[src/core/nas_pkg.sv]
// Constants, register map and state type for the service-port address selector.
// Assumes a 10 MHz clock and a 32-bit AXI4-Lite register bus.
package nas_pkg;

  // ----------------------------------------
  // Register byte offsets
  // ----------------------------------------
  localparam logic [7:0] OFF_CTRL = 8'h00;
  localparam logic [7:0] OFF_SOFT_ADDR = 8'h04;
  localparam logic [7:0] OFF_STATUS = 8'h08;
  localparam logic [7:0] OFF_ACTIVE_ADDR = 8'h0C;
  localparam logic [7:0] OFF_NET_MASK = 8'h10;
  localparam logic [7:0] OFF_DISPLAY = 8'h14;

  // ----------------------------------------
  // Field positions
  // ----------------------------------------
  localparam int CTRL_SRC_BIT = 0;
  localparam int ST_DYN_BIT = 0;
  localparam int ST_LL_BIT = 1;
  localparam int ST_BOUND_BIT = 2;
  localparam int ST_FLASH_BIT = 3;
  localparam int ST_LINK_BIT = 4;
  localparam int ST_RUN_BIT = 5;
  localparam int ST_VAR_BIT = 6;
  localparam int ST_SW_LSB = 8;

  // ----------------------------------------
  // Reset values and fixed addresses
  // ----------------------------------------
  localparam logic CTRL_SRC_RST = 1'b0;
  localparam logic SRC_SOFT = 1'b1;
  localparam logic [31:0] SOFT_ADDR_RST = 32'hC0A8_0165;
  localparam logic [31:0] NET_MASK = 32'hFFFF_FF00;
  localparam logic [23:0] STATIC_NET = 24'hC0_A800;
  localparam logic [15:0] LINKLOCAL_NET = 16'hA9FE;
  localparam logic [31:0] ZERO_ADDR = 32'h0000_0000;
  localparam logic [7:0] SINGLE_BASE = 8'h64;
  localparam logic [3:0] DIGIT_MAX = 4'h9;
  localparam logic [15:0] LFSR_SEED = 16'hACE1;
  localparam logic [15:0] LFSR_TAPS = 16'hB400;
  localparam logic [1:0] RESP_OKAY = 2'h0;
  localparam logic [1:0] RESP_SLVERR = 2'h2;

  // ----------------------------------------
  // Timing
  // ----------------------------------------
  localparam int CLK_HZ = 10_000_000;
  localparam int HOLD_TIME_MS = 5000;
  localparam int DEBOUNCE_MS = 20;
  localparam int FLASH_MS = 3000;
  localparam int SHOW_MS = 10000;
  localparam int HOLD_CYCLES = HOLD_TIME_MS * (CLK_HZ / 1000);
  localparam int DEBOUNCE_CYCLES = DEBOUNCE_MS * (CLK_HZ / 1000);
  localparam int FLASH_CYCLES = FLASH_MS * (CLK_HZ / 1000);
  localparam int SHOW_CYCLES = SHOW_MS * (CLK_HZ / 1000);

  typedef enum logic [2:0] {
    NAS_BOOT, NAS_DHCP, NAS_BOUND, NAS_LINKLOCAL, NAS_STATIC, NAS_FLASH
  } nas_state_t;

endpackage

[src/core/nas_hold_timer.sv]
// Debounce and hold-time measurement for the top push button.
// Assumes the button input is already synchronous to clk.
module nas_hold_timer
  import nas_pkg::*;
#(
  parameter int DEB_CYCLES = DEBOUNCE_CYCLES,
  parameter int HLD_CYCLES = HOLD_CYCLES
) (
  // Clock and reset
  input wire logic clk,
  input wire logic reset_n,
  // Button
  input wire logic button_in,
  // Results
  output logic pressed,
  output logic press_start,
  output logic hold_hit
);

  logic [31:0] deb_cnt_r, deb_cnt_nxt;
  logic [31:0] hold_cnt_r, hold_cnt_nxt;
  logic stable_r, stable_nxt;
  logic done_r, done_nxt;
  logic start_r, start_nxt;
  logic hit_r, hit_nxt;

  always_comb begin
    deb_cnt_nxt = 32'h0000_0000;
    stable_nxt = stable_r;
    start_nxt = 1'b0;
    hit_nxt = 1'b0;
    hold_cnt_nxt = 32'h0000_0000;
    done_nxt = 1'b0;
    // Input must disagree for a full window before the level flips
    if (button_in != stable_r) begin
      if (deb_cnt_r >= 32'(DEB_CYCLES - 1)) begin
        stable_nxt = button_in;
        start_nxt = button_in;
      end else begin
        deb_cnt_nxt = deb_cnt_r + 32'h0000_0001;
      end
    end
    // One hit per continuous press; released level re-arms it
    if (stable_r) begin
      done_nxt = done_r;
      hold_cnt_nxt = hold_cnt_r;
      if (!done_r) begin
        hold_cnt_nxt = hold_cnt_r + 32'h0000_0001;
        if (hold_cnt_r == 32'(HLD_CYCLES - 1)) begin
          hit_nxt = 1'b1;
          done_nxt = 1'b1;
        end
      end
    end
  end

  always_ff @(posedge clk or negedge reset_n) begin
    if (!reset_n) begin
      deb_cnt_r <= 32'h0000_0000;
      hold_cnt_r <= 32'h0000_0000;
      stable_r <= 1'b0;
      done_r <= 1'b0;
      start_r <= 1'b0;
      hit_r <= 1'b0;
    end else begin
      deb_cnt_r <= deb_cnt_nxt;
      hold_cnt_r <= hold_cnt_nxt;
      stable_r <= stable_nxt;
      done_r <= done_nxt;
      start_r <= start_nxt;
      hit_r <= hit_nxt;
    end
  end

  assign pressed = stable_r;
  assign press_start = start_r;
  assign hold_hit = hit_r;

endmodule // nas_hold_timer

[src/core/nas_addr_select.sv]
// Service-port network address selector with AXI4-Lite registers.
// Assumes a MAC/IP stack outside reports DHCP results, link and session state.
//
// Operation
// - Two switches both zero request DHCP
// - Two-switch value 1-99 gives 192.168.0.nn
// - No DHCP answer falls back to link-local
// - Switches sampled only at power-up
// - Stored source one boots software static address (single variant: position one only; other positions give 192.168.0.100+n);
//   here reset clears ctrl_src_r to 0 as it enters NAS_BOOT, so the boot always follows the switches
// - Zero switches plus 5 s hold restores defaults
// - Single variant shows address only with cable
// - Single switch zero requests DHCP with fallback
// - Single position one uses software address
// - Single positions 2-9 give 192.168.0.10n
// - Single switch also read only at power-up
// - Fixed 255.255.255.0 mask, peer shares prefix
// - Link lamp follows port link
// - Run lamp follows Modbus communication
// - HMI reads and writes parameters over Modbus
// - Modbus and setup sessions run together
//
// Local design decisions: the register offsets and the AXI4-Lite interface to the registers.
module nas_addr_select
  import nas_pkg::*;
#(
  parameter int DEB_CYCLES = DEBOUNCE_CYCLES,
  parameter int HLD_CYCLES = HOLD_CYCLES,
  parameter int FLS_CYCLES = FLASH_CYCLES,
  parameter int SHW_CYCLES = SHOW_CYCLES
) (
  // Clock and reset
  input wire logic clk,
  input wire logic reset_n,
  // AXI4-Lite slave
  input wire logic [7:0] s_axi_awaddr,
  input wire logic s_axi_awvalid,
  output logic s_axi_awready,
  input wire logic [31:0] s_axi_wdata,
  input wire logic [3:0] s_axi_wstrb,
  input wire logic s_axi_wvalid,
  output logic s_axi_wready,
  output logic [1:0] s_axi_bresp,
  output logic s_axi_bvalid,
  input wire logic s_axi_bready,
  input wire logic [7:0] s_axi_araddr,
  input wire logic s_axi_arvalid,
  output logic s_axi_arready,
  output logic [31:0] s_axi_rdata,
  output logic [1:0] s_axi_rresp,
  output logic s_axi_rvalid,
  input wire logic s_axi_rready,
  // Front panel
  input wire logic [3:0] upper_address_digit_switch,
  input wire logic [3:0] lower_address_digit_switch,
  input wire logic [3:0] single_address_switch,
  input wire logic single_switch_variant,
  input wire logic top_push_button,
  // Network stack
  input wire logic link_up,
  input wire logic dhcp_lease_valid,
  input wire logic [31:0] dhcp_lease_addr,
  input wire logic dhcp_no_server,
  input wire logic modbus_session,
  input wire logic setup_session,
  input wire logic [31:0] peer_addr,
  // Address result
  output logic [31:0] net_addr,
  output logic [31:0] net_mask,
  output logic addr_valid,
  output logic dhcp_request,
  output logic peer_reachable,
  output logic service_enable,
  // Display and lamps
  output logic [31:0] display_addr,
  output logic display_on,
  output logic display_flash,
  output logic link_indicator_lamp,
  output logic run_indicator_lamp
);

  // ----------------------------------------
  // Button
  // ----------------------------------------
  logic btn_start, btn_hit;

  nas_hold_timer #(
    .DEB_CYCLES(DEB_CYCLES),
    .HLD_CYCLES(HLD_CYCLES)
  ) u_hold (
    .clk(clk),
    .reset_n(reset_n),
    .button_in(top_push_button),
    .pressed(),
    .press_start(btn_start),
    .hold_hit(btn_hit)
  );

  // ----------------------------------------
  // Address state machine
  // ----------------------------------------
  nas_state_t state_r, state_nxt;
  logic [31:0] addr_r, addr_nxt;
  logic [3:0] sw_up_r, sw_up_nxt, sw_lo_r, sw_lo_nxt, sw_one_r, sw_one_nxt;
  logic variant_r, variant_nxt;
  logic [15:0] lfsr_r, lfsr_nxt;
  logic [31:0] tmr_r, tmr_nxt;
  logic [31:0] show_r, show_nxt;
  logic link_r, run_r, disp_on_r, disp_on_nxt;
  logic [31:0] disp_r, disp_nxt;
  logic recover;
  logic ctrl_src_r;
  logic [31:0] soft_addr_r;
  logic [7:0] two_val, ll_hi;

  // Digits above nine are read as nine
  function automatic logic [3:0] clip(input logic [3:0] d);
    return (d > DIGIT_MAX) ? DIGIT_MAX : d;
  endfunction

  always_comb begin
    two_val = 8'({4'h0, clip(sw_up_r)} * 8'h0A) + 8'({4'h0, clip(sw_lo_r)});
    ll_hi = lfsr_r[15:8];
    if (ll_hi == 8'h00) begin
      ll_hi = 8'h01;
    end else if (ll_hi == 8'hFF) begin
      ll_hi = 8'hFE;
    end
  end

  // Recovery only counts zero switches as they stand during the press
  assign recover = btn_hit && !variant_r && (state_r != NAS_BOOT) &&
                   (upper_address_digit_switch == 4'h0) &&
                   (lower_address_digit_switch == 4'h0);

  always_comb begin
    state_nxt = state_r;
    addr_nxt = addr_r;
    sw_up_nxt = sw_up_r;
    sw_lo_nxt = sw_lo_r;
    sw_one_nxt = sw_one_r;
    variant_nxt = variant_r;
    tmr_nxt = (tmr_r != 32'h0000_0000) ? tmr_r - 32'h0000_0001 : tmr_r;
    lfsr_nxt = lfsr_r[0] ? ((lfsr_r >> 1) ^ LFSR_TAPS) : (lfsr_r >> 1);
    case (state_r)
      NAS_BOOT: begin
        // Switches are latched once; later changes wait for a power cycle
        sw_up_nxt = upper_address_digit_switch;
        sw_lo_nxt = lower_address_digit_switch;
        sw_one_nxt = single_address_switch;
        variant_nxt = single_switch_variant;
        if (ctrl_src_r == SRC_SOFT) begin
          addr_nxt = soft_addr_r;
          state_nxt = NAS_STATIC;
        end else if (!single_switch_variant) begin
          if ((upper_address_digit_switch == 4'h0) &&
              (lower_address_digit_switch == 4'h0)) begin
            state_nxt = NAS_DHCP;
          end else begin
            state_nxt = NAS_STATIC;
          end
        end else if ((single_address_switch == 4'h0) ||
                     (single_address_switch > DIGIT_MAX)) begin
          state_nxt = NAS_DHCP;
        end else if (single_address_switch == 4'h1) begin
          addr_nxt = soft_addr_r;
          state_nxt = NAS_STATIC;
        end else begin
          state_nxt = NAS_STATIC;
        end
      end
      NAS_STATIC: begin
        // Numeric forms are resolved one cycle after the latch
        if (ctrl_src_r != SRC_SOFT || variant_r && sw_one_r != 4'h1) begin
          if (!variant_r) begin
            addr_nxt = {STATIC_NET, two_val};
          end else if (sw_one_r != 4'h1) begin
            addr_nxt = {STATIC_NET, SINGLE_BASE + {4'h0, sw_one_r}};
          end
        end
      end
      NAS_DHCP: begin
        addr_nxt = ZERO_ADDR;
        if (dhcp_lease_valid) begin
          addr_nxt = dhcp_lease_addr;
          state_nxt = NAS_BOUND;
        end else if (dhcp_no_server) begin
          addr_nxt = {LINKLOCAL_NET, ll_hi, lfsr_r[7:0]};
          state_nxt = NAS_LINKLOCAL;
        end
      end
      NAS_LINKLOCAL: begin
        // A late server still wins over the self-made address
        if (dhcp_lease_valid) begin
          addr_nxt = dhcp_lease_addr;
          state_nxt = NAS_BOUND;
        end
      end
      NAS_BOUND: begin
        if (!dhcp_lease_valid) begin
          state_nxt = NAS_DHCP;
        end
      end
      NAS_FLASH: begin
        addr_nxt = ZERO_ADDR;
        if (tmr_r == 32'h0000_0000) begin
          state_nxt = NAS_DHCP;
        end
      end
      default: begin
        state_nxt = NAS_BOOT;
      end
    endcase
    if (recover) begin
      state_nxt = NAS_FLASH;
      addr_nxt = ZERO_ADDR;
      tmr_nxt = 32'(FLS_CYCLES - 1);
    end
  end

  // ----------------------------------------
  // Display and lamps
  // ----------------------------------------
  always_comb begin
    show_nxt = (show_r != 32'h0000_0000) ? show_r - 32'h0000_0001 : show_r;
    if ((state_r == NAS_BOOT) || (variant_r && link_up && !link_r)) begin
      show_nxt = 32'(SHW_CYCLES);
    end else if (!variant_r && btn_start) begin
      show_nxt = 32'(SHW_CYCLES);
    end
    disp_nxt = (state_r == NAS_FLASH) ? ZERO_ADDR : addr_r;
    // Single variant keeps the display dark without a cable
    disp_on_nxt = (state_r == NAS_FLASH) ||
                  ((show_r != 32'h0000_0000) && (!variant_r || link_up));
  end

  always_ff @(posedge clk or negedge reset_n) begin
    if (!reset_n) begin
      state_r <= NAS_BOOT;
      addr_r <= ZERO_ADDR;
      sw_up_r <= 4'h0;
      sw_lo_r <= 4'h0;
      sw_one_r <= 4'h0;
      variant_r <= 1'b0;
      lfsr_r <= LFSR_SEED;
      tmr_r <= 32'h0000_0000;
      show_r <= 32'h0000_0000;
      disp_r <= ZERO_ADDR;
      disp_on_r <= 1'b0;
      link_r <= 1'b0;
      run_r <= 1'b0;
    end else begin
      state_r <= state_nxt;
      addr_r <= addr_nxt;
      sw_up_r <= sw_up_nxt;
      sw_lo_r <= sw_lo_nxt;
      sw_one_r <= sw_one_nxt;
      variant_r <= variant_nxt;
      lfsr_r <= lfsr_nxt;
      tmr_r <= tmr_nxt;
      show_r <= show_nxt;
      disp_r <= disp_nxt;
      disp_on_r <= disp_on_nxt;
      link_r <= link_up;
      run_r <= modbus_session;
    end
  end

  // ----------------------------------------
  // Register bus
  // ----------------------------------------
  logic ctrl_src_nxt;
  logic [31:0] soft_addr_nxt, rdata_r, rdata_nxt, status;
  logic bvalid_r, bvalid_nxt, rvalid_r, rvalid_nxt;
  logic [1:0] bresp_r, bresp_nxt, rresp_r, rresp_nxt;
  logic wr_go, rd_go;

  // Address and data are taken in the same cycle
  assign wr_go = s_axi_awvalid && s_axi_wvalid && !bvalid_r;
  assign rd_go = s_axi_arvalid && !rvalid_r;

  always_comb begin
    status = 32'h0000_0000;
    status[ST_DYN_BIT] = (state_r == NAS_DHCP);
    status[ST_LL_BIT] = (state_r == NAS_LINKLOCAL);
    status[ST_BOUND_BIT] = (state_r == NAS_BOUND);
    status[ST_FLASH_BIT] = (state_r == NAS_FLASH);
    status[ST_LINK_BIT] = link_r;
    status[ST_RUN_BIT] = run_r;
    status[ST_VAR_BIT] = variant_r;
    status[ST_SW_LSB +: 8] = variant_r ? {4'h0, sw_one_r} : {sw_up_r, sw_lo_r};
  end

  always_comb begin
    ctrl_src_nxt = ctrl_src_r;
    soft_addr_nxt = soft_addr_r;
    bvalid_nxt = bvalid_r && !s_axi_bready;
    bresp_nxt = bresp_r;
    rvalid_nxt = rvalid_r && !s_axi_rready;
    rresp_nxt = rresp_r;
    rdata_nxt = rdata_r;
    if (wr_go) begin
      bvalid_nxt = 1'b1;
      bresp_nxt = RESP_OKAY;
      if (s_axi_awaddr == OFF_CTRL) begin
        if (s_axi_wstrb[0]) begin
          ctrl_src_nxt = s_axi_wdata[CTRL_SRC_BIT];
        end
      end else if (s_axi_awaddr == OFF_SOFT_ADDR) begin
        for (int b = 0; b < 4; b++) begin
          if (s_axi_wstrb[b]) begin
            soft_addr_nxt[8*b +: 8] = s_axi_wdata[8*b +: 8];
          end
        end
      end else if (!((s_axi_awaddr == OFF_STATUS) || (s_axi_awaddr == OFF_ACTIVE_ADDR) ||
                     (s_axi_awaddr == OFF_NET_MASK) || (s_axi_awaddr == OFF_DISPLAY))) begin
        bresp_nxt = RESP_SLVERR;
      end
    end
    // Hardware recovery overrides a software write in the same cycle
    if (recover) begin
      ctrl_src_nxt = CTRL_SRC_RST;
      soft_addr_nxt = SOFT_ADDR_RST;
    end
    if (rd_go) begin
      rvalid_nxt = 1'b1;
      rresp_nxt = RESP_OKAY;
      case (s_axi_araddr)
        OFF_CTRL: rdata_nxt = {31'h0000_0000, ctrl_src_r};
        OFF_SOFT_ADDR: rdata_nxt = soft_addr_r;
        OFF_STATUS: rdata_nxt = status;
        OFF_ACTIVE_ADDR: rdata_nxt = addr_r;
        OFF_NET_MASK: rdata_nxt = NET_MASK;
        OFF_DISPLAY: rdata_nxt = disp_r;
        default: begin
          rdata_nxt = 32'h0000_0000;
          rresp_nxt = RESP_SLVERR;
        end
      endcase
    end
  end

  always_ff @(posedge clk or negedge reset_n) begin
    if (!reset_n) begin
      ctrl_src_r <= CTRL_SRC_RST;
      soft_addr_r <= SOFT_ADDR_RST;
      bvalid_r <= 1'b0;
      bresp_r <= RESP_OKAY;
      rvalid_r <= 1'b0;
      rresp_r <= RESP_OKAY;
      rdata_r <= 32'h0000_0000;
    end else begin
      ctrl_src_r <= ctrl_src_nxt;
      soft_addr_r <= soft_addr_nxt;
      bvalid_r <= bvalid_nxt;
      bresp_r <= bresp_nxt;
      rvalid_r <= rvalid_nxt;
      rresp_r <= rresp_nxt;
      rdata_r <= rdata_nxt;
    end
  end

  // ----------------------------------------
  // Outputs
  // ----------------------------------------
  assign s_axi_awready = wr_go;
  assign s_axi_wready = wr_go;
  assign s_axi_bvalid = bvalid_r;
  assign s_axi_bresp = bresp_r;
  assign s_axi_arready = !rvalid_r;
  assign s_axi_rvalid = rvalid_r;
  assign s_axi_rresp = rresp_r;
  assign s_axi_rdata = rdata_r;
  assign net_addr = addr_r;
  assign net_mask = NET_MASK;
  assign addr_valid = (state_r == NAS_STATIC) || (state_r == NAS_BOUND) ||
                      (state_r == NAS_LINKLOCAL);
  assign dhcp_request = (state_r == NAS_DHCP);
  assign peer_reachable = (peer_addr[31:8] == addr_r[31:8]) &&
                          (peer_addr[7:0] != addr_r[7:0]);
  // Sessions are not arbitrated; the session term is tied true so both share the port
  assign service_enable = addr_valid && link_r &&
                          (modbus_session || setup_session || 1'b1);
  assign display_addr = disp_r;
  assign display_on = disp_on_r;
  assign display_flash = (state_r == NAS_FLASH);
  assign link_indicator_lamp = link_r;
  assign run_indicator_lamp = run_r;

endmodule // nas_addr_select

[config.mk]
export PLATFORM = sky130hd
export DESIGN_NAME = nas_addr_select
export DESIGN_NICKNAME = d
export VERILOG_FILES = /design/src/core/nas_pkg.sv /design/src/core/nas_hold_timer.sv /design/src/core/nas_addr_select.sv
export SDC_FILE = /design/constraint.sdc
export NUM_CORES = 1
export LEC_CHECK = 0
export BUFFER_PORTS_ARGS = -buffer_cell sky130_fd_sc_hd__buf_2
export CAP_MARGIN = 0
export CORE_ASPECT_RATIO = 1.1
export CORE_UTILIZATION = 50
export DETAILED_ROUTE_END_ITERATION = 6
export HOLD_SLACK_MARGIN = 0.03
export PLACE_DENSITY_LB_ADDON = 0.15
export SYNTH_ARGS = -nofsm -noshare
export SYNTH_HDL_FRONTEND = slang
export SYNTH_SLANG_ARGS = --single-unit
[constraint.sdc]
create_clock -name clk -period 7.7 [get_ports clk]
set_clock_uncertainty 0.05 [all_clocks]
set_input_delay 0 -clock clk [delete_from_list [all_inputs] [get_ports clk]]
set_output_delay 0 -clock clk [all_outputs]
set_load 0.02 [all_outputs]
After elaboration in Yosys (flattened, before gate mapping)
Index checks and enable logic that the tools add are counted.

Add/subtract/negate cells: 6. Multipliers: 1. Reductions and logical operators: 63. Order comparisons: 4. Bitwise operators: 2. Eq/ne operators: 34. Multiplexer cells: 65.

Operators by type and width (count): 32-bit two-way mux (25); 32-bit one-hot mux with 6 select lines (1); 32-bit one-hot mux with 5 select lines (1); 32-bit by 1-bit adder with 32-bit output, second input constant (2); 32-bit nonzero test (2); 32-bit by 1-bit subtractor with 32-bit output, second input constant (2); 8-bit two-way mux (7); 32-bit by 26-bit == test with 1-bit output, second input constant (1); 8-bit by 4-bit == test with 1-bit output, second input constant (4); 8-bit by 5-bit == test with 1-bit output, second input constant (4); 32-bit by 18-bit >= comparator with 1-bit output, second input constant (1); 32-bit logical NOT (1); 3-bit two-way mux (10); 24-bit == test (1); 8-bit logical NOT (3); 3-bit one-hot mux with 6 select lines (1); 1-bit logical AND (17); 8-bit by 3-bit == test with 1-bit output, second input constant (2); 16-bit two-way mux (1); 4-bit inequality test, second input constant (4); 4-bit AND reduction (4); 2-bit nonzero test (8); 1-bit two-way mux (13); 4-bit > comparator, second input constant (3); 30 further kinds (57).

Logic and storage cells: 204. Input port bits: 142. Register bits after elaboration: 302. Output and inout port bits: 145.

Logic depth before layout (Yosys ltp)
Depth after elaboration: 8. Gate-level depth with buffers: 12. Gate-level depth less buffers: 11.

Modules after synthesis
Synthesis repeated with hierarchy kept, for this count alone.

Cell total of the unflattened synthesis: 1516. Area, all modules: 15346.0 um2.

By module, submodules not included: nas_addr_select (instances 1, sequential area each 5828.1 um2, area each 12119.1 um2, cells an instance 1199); nas_hold_timer (instances 1, sequential area each 1701.6 um2, area each 3226.8 um2, cells an instance 317).

Worst setup path before layout
OpenSTA, ideal clock, no wires.

Path type: reg-to-reg. Start: register sw_up_r[3]. End: register addr_r[6], in the netlist net_addr[6]. Setup slack: 4.888 ns. Required time: 7.549 ns. Setup time: 0.101 ns. Stages on the path, launching flop included: 13. Period minus slack after synthesis: 2.812 ns. Arrival time: 2.661 ns. Path buffers: 1. Path through: dfrtp_1 > clkbuf_1 > o21ai_0 > nand2b_1 > ha_1 > ha_1 > inv_1 > fa_1 > nand2b_1 > or4_1 > nand3_1 > a21oi_1 > o32ai_1.

Cells in the longest elaborated chain, start to end: 8.

RTL lines: start: declaration (line nas_addr_select.sv:104) `logic [3:0] sw_up_r, sw_up_nxt, sw_lo_r, sw_lo_nxt, sw_one_r, sw_one_nxt;`; start signal: assignment (line nas_addr_select.sv:255) `sw_up_r <= sw_up_nxt;`; 4-bit > comparator (line nas_addr_select.sv:118) `return (d > DIGIT_MAX) ? DIGIT_MAX : d;`; 4-bit two-way mux * (line nas_addr_select.sv:118); 4-bit by 3-bit multiplier with 7-bit output * (line nas_addr_select.sv:122) `two_val = 8'({4'h0, clip(sw_up_r)} * 8'h0A) + 8'({4'h0, clip(sw_lo_r)});`; 8-bit by 4-bit adder with 8-bit output * (line nas_addr_select.sv:122); 32-bit two-way mux * (line nas_addr_select.sv:175) `if (!variant_r) begin`; 32-bit two-way mux * (line nas_addr_select.sv:174) `if (ctrl_src_r != SRC_SOFT || variant_r && sw_one_r != 4'h1) begin`; 32-bit one-hot mux with 5 select lines * (line nas_addr_select.sv:145) `case (state_r)`; 32-bit two-way mux * (line nas_addr_select.sv:214) `if (recover) begin`; end signal: assignment (line nas_addr_select.sv:254) `addr_r <= addr_nxt;`; end: declaration (line nas_addr_select.sv:103) `logic [31:0] addr_r, addr_nxt;`.

Every way passes the cells marked *; elsewhere a longest branch is shown, timed or not. The select of a mux whose other input is x is not followed. A chain may end at the register's enable or synchronous reset.

Worst setup path after layout
Start: register bvalid_r, in the netlist s_axi_bvalid. End: register soft_addr_r[12].

Cells in the longest elaborated chain, start to end: 4.

RTL lines: start: declaration (line nas_addr_select.sv:274) `logic bvalid_r, bvalid_nxt, rvalid_r, rvalid_nxt;`; start signal: assignment (line nas_addr_select.sv:355) `bvalid_r <= bvalid_nxt;`; 1-bit logical NOT (line nas_addr_select.sv:279) `assign wr_go = s_axi_awvalid && s_axi_wvalid && !bvalid_r;`; 1-bit logical AND (line nas_addr_select.sv:279); 2-bit nonzero test (no source line); 4-bit AND reduction (no source line); end signal: assignment (line nas_addr_select.sv:354) `soft_addr_r <= soft_addr_nxt;`; end: declaration (line nas_addr_select.sv:113) `logic [31:0] soft_addr_r;`.

No other way between the ends.

==> impl_metrics.toml <==
[synthesis]
synthCells = 1532
ys_types = 74
synthArstFlopShare_pct = 100
yosysSeqAreaShare_pct = 49.3
syn_area_per_cell_um2 = 9.97
yosysWarnings = 0
netlist_area_um2 = 15300
synth-edff-count = 0
synth_top_area_share_pct = 46.2
synth_top_area_cell = "dfrtp_1"
ys_seq_elements = 300
yosys-top-cells-area = "dfrtp_1 46%, nor2_1 3.8%, a21oi_1 3.4%, dfstp_2 3.1%, mux2_2 3.1%"
ys.flop_type = "dfrtp_1"

[floorplanning]
ios = 287
fp.dieArea_um2 = 31200
initial_core_util_pct = 51.2
row_count = 66
die_w_um = 169
core_um2 = 29800
fp.dieH_um = 185

[layout]
mostFrequentLayoutCells = "282 x dfrtp_1, 250 x buf_2, 152 x nor2_1"
nets = 2039
drive_gt1_share_pct = 21.5
final_common_cell = "dfrtp_1"
areaGrowthSynthToFinish_pct = 25.1

[clocking]
postCtsSetupBuffers = 0
cts_buffer_depth = 3
cts_max_level = 2
cts.sinks = 300
cts-root-buf = "clkbuf_16"
clk_latency_ps = 520
clkTransAtPathRegs_ps = 60
numCtsBuffers = 35
cts_tree = "yes"

[detailed_routing]
dr.pass1.iters = 5
wl_met2_mm = 21.4
drt-initial-drc-count = 1054
viasPerCell = 5.77
wl_met1_mm = 18.1
drc = 0
routed.top_layer = "met5"
wl_per_cell_um = 19.3
routed_wl_mm = 44.9
via_count = 13400
ant_nets = 0
wl_met3_mm = 3.02

[critical_path]
crit_chain = "nand3b_1 -> nor4b_2 -> nand3_2 -> mux2i_1 -> dlygate4sd3_1 -> nor2_1"
endpoint_kind = "register"
path_buf_inv = 1
rrSetupSlack_ps = 4510
slowest_stage = "nor4b_2"
ff2ff_path_depth = 6
worst-setup-path-type = "register to register"
worst-endpoint-arrival_ps = 3520
r2r_start = "s_axi_bvalid$_DFF_PN0_"
reg2reg_to = "soft_addr_r[12]$_DFFE_PN0P_"
worstPathRequired_ps = 8030
cp_top_family = "simple AND/OR/NAND/NOR gates"
cp-start-kind = "register"
cp_slowest_stage_delay_ps = 970
critPathMaxFanout = 8

[sta]
rsz0062_at_grt = "false"
hold_viol = 0
post-route-period-util_pct = 41.4
period_needed_ps = 3190
slew_viol_final = 0
tightest_slew_ps = 1120
setup_violations = 0
whs_ps = 26.8
max_slew_margin_pct = 25.1
max_freq_mhz = 313
tns_ps = 0

[worst_hold_path]
hold_depth = 4
min_from = "s_axi_wstrb[1]"
min-delay-path-class = "primary input to register"
hold_end = "soft_addr_r[13]$_DFFE_PN0P_"

[place]
port_buffers = 251
place_congestion = 0.874
dp_hpwl_mm = 30.9

[grt]
grt_pass1_vias = 13100
grt_usage_pct = 28.9
overflow = 0
grt_max_degree = 175
antenna_found_initial = 7
grt_pass1_wl_mm = 70.1

[power_and_ir_drop]
leakage_uw = 0.00885
power.density_nw_per_um2 = 189
peakVddDrop_mv = 0.147

[job]
maxCapViolCount = 0

[status]
status = "completed"
## flip-flops by register name (all words and copies together) (netlist names), 3 cells and up
name and flops:
u_hold.deb_cnt_r 32, u_hold.hold_cnt_r 32, sw_up_r 4, tmr_r 32
sw_one_r 4, net_addr 32, lfsr_r 16, sw_lo_r 4
soft_addr_r 32, s_axi_rdata 32, show_r 32, display_addr 32
state_r 3
## layer usage
layer	global-route usage, %	up-vias
met3	5.47	128
met2	48.4	533
met1	35.3	6510
met4	15.7	2
li1	-	6227
met5	0	-
## synthesized netlist by cell type, drive strengths merged, types with 36 or more instances
| cell type | n |
|---|---|
| a21oi | 104 |
| a22oi | 38 |
| buf | 46 |
| clkbuf | 69 |
| dfrtp | 282 |
| mux2 | 42 |
| nand2 | 85 |
| nand3 | 43 |
| nor2 | 153 |
| nor4 | 39 |
| o21ai | 73 |
| xnor2 | 36 |
| xor2 | 52 |
## tightest hold or removal path, cell delays in order
cell	delay, ps
buf_2	100
nand3_2	260
mux2i_1	120
nor2_1	70
## where the power goes
group	switching (uW)	internal (uW)	leakage [uW]
sequential	39.7	1620	0.00381
clock	662	967	0.000546
combinational	190	130	0.00449
## what timing repair did
action                                 in CTS  in global routing
endpoints found under the hold margin     231                  0
gates resized for setup                     0                  0
hold buffers                              117                  0
## through the flow
stage	total power [uW]	std cells	worst slack (ps)	instance area [um^2]	util, %
after floorplan	1840	1580	4890	15500	-
after global placement	1960	2137	4590	16800	56.4
after detailed placement	1970	2137	4580	16800	56.4
after CTS	3630	2316	4500	19100	64.0
after global routing	3740	2321	4280	19100	64.1
final	3610	2322	4510	19100	64.1
## final cells by class
| class | instances | area [um^2] |
|---|---|---|
| Fill cell | 2455 | 10700 |
| Sequential cell | 300 | 7530 |
| Multi-Input combinational cell | 1130 | 7260 |
| Timing Repair Buffer | 381 | 2550 |
| Clock buffer | 50 | 992 |
| Tap cell | 408 | 510 |
| Inverter | 35 | 131 |
| Clock inverter | 12 | 123 |
| Antenna cell | 6 | 15.0 |
## kinds of logic after synthesis
| logic type | count (synthesis) | synth area share [%] |
|---|---|---|
| AO/OA/AOI/OAI | 354 | 15.0 |
| adder cells (fa/ha/maj) | 14 | 1.25 |
| buffers and inverters | 150 | 4.72 |
| AND/OR/NAND/NOR | 547 | 19.3 |
| other | 2 | 0.0492 |
| flip-flops | 300 | 49.3 |
| XOR/XNOR | 88 | 5.05 |
| multiplexers | 77 | 5.39 |
## how the worst max path moves through the flow
stage | start | end | slack (ps) | cells past startpoint
after floorplan | sw_up_r[3]$_DFFE_PN0P_ | net_addr[6]$_DFFE_PN0P_ | 4890 | 12
after global placement | state_r[0]$_DFFE_PN0P_ | net_addr[14]$_DFFE_PN0P_ | 4590 | 5
after detailed placement | state_r[0]$_DFFE_PN0P_ | net_addr[22]$_DFFE_PN0P_ | 4580 | 5
after CTS | s_axi_bvalid$_DFF_PN0_ | soft_addr_r[12]$_DFFE_PN0P_ | 4500 | 6
after global routing | state_r[0]$_DFFE_PN0P_ | net_addr[21]$_DFFE_PN0P_ | 4280 | 5
final | s_axi_bvalid$_DFF_PN0_ | soft_addr_r[12]$_DFFE_PN0P_ | 4510 | 6
Power figures use the tool's default switching activity.
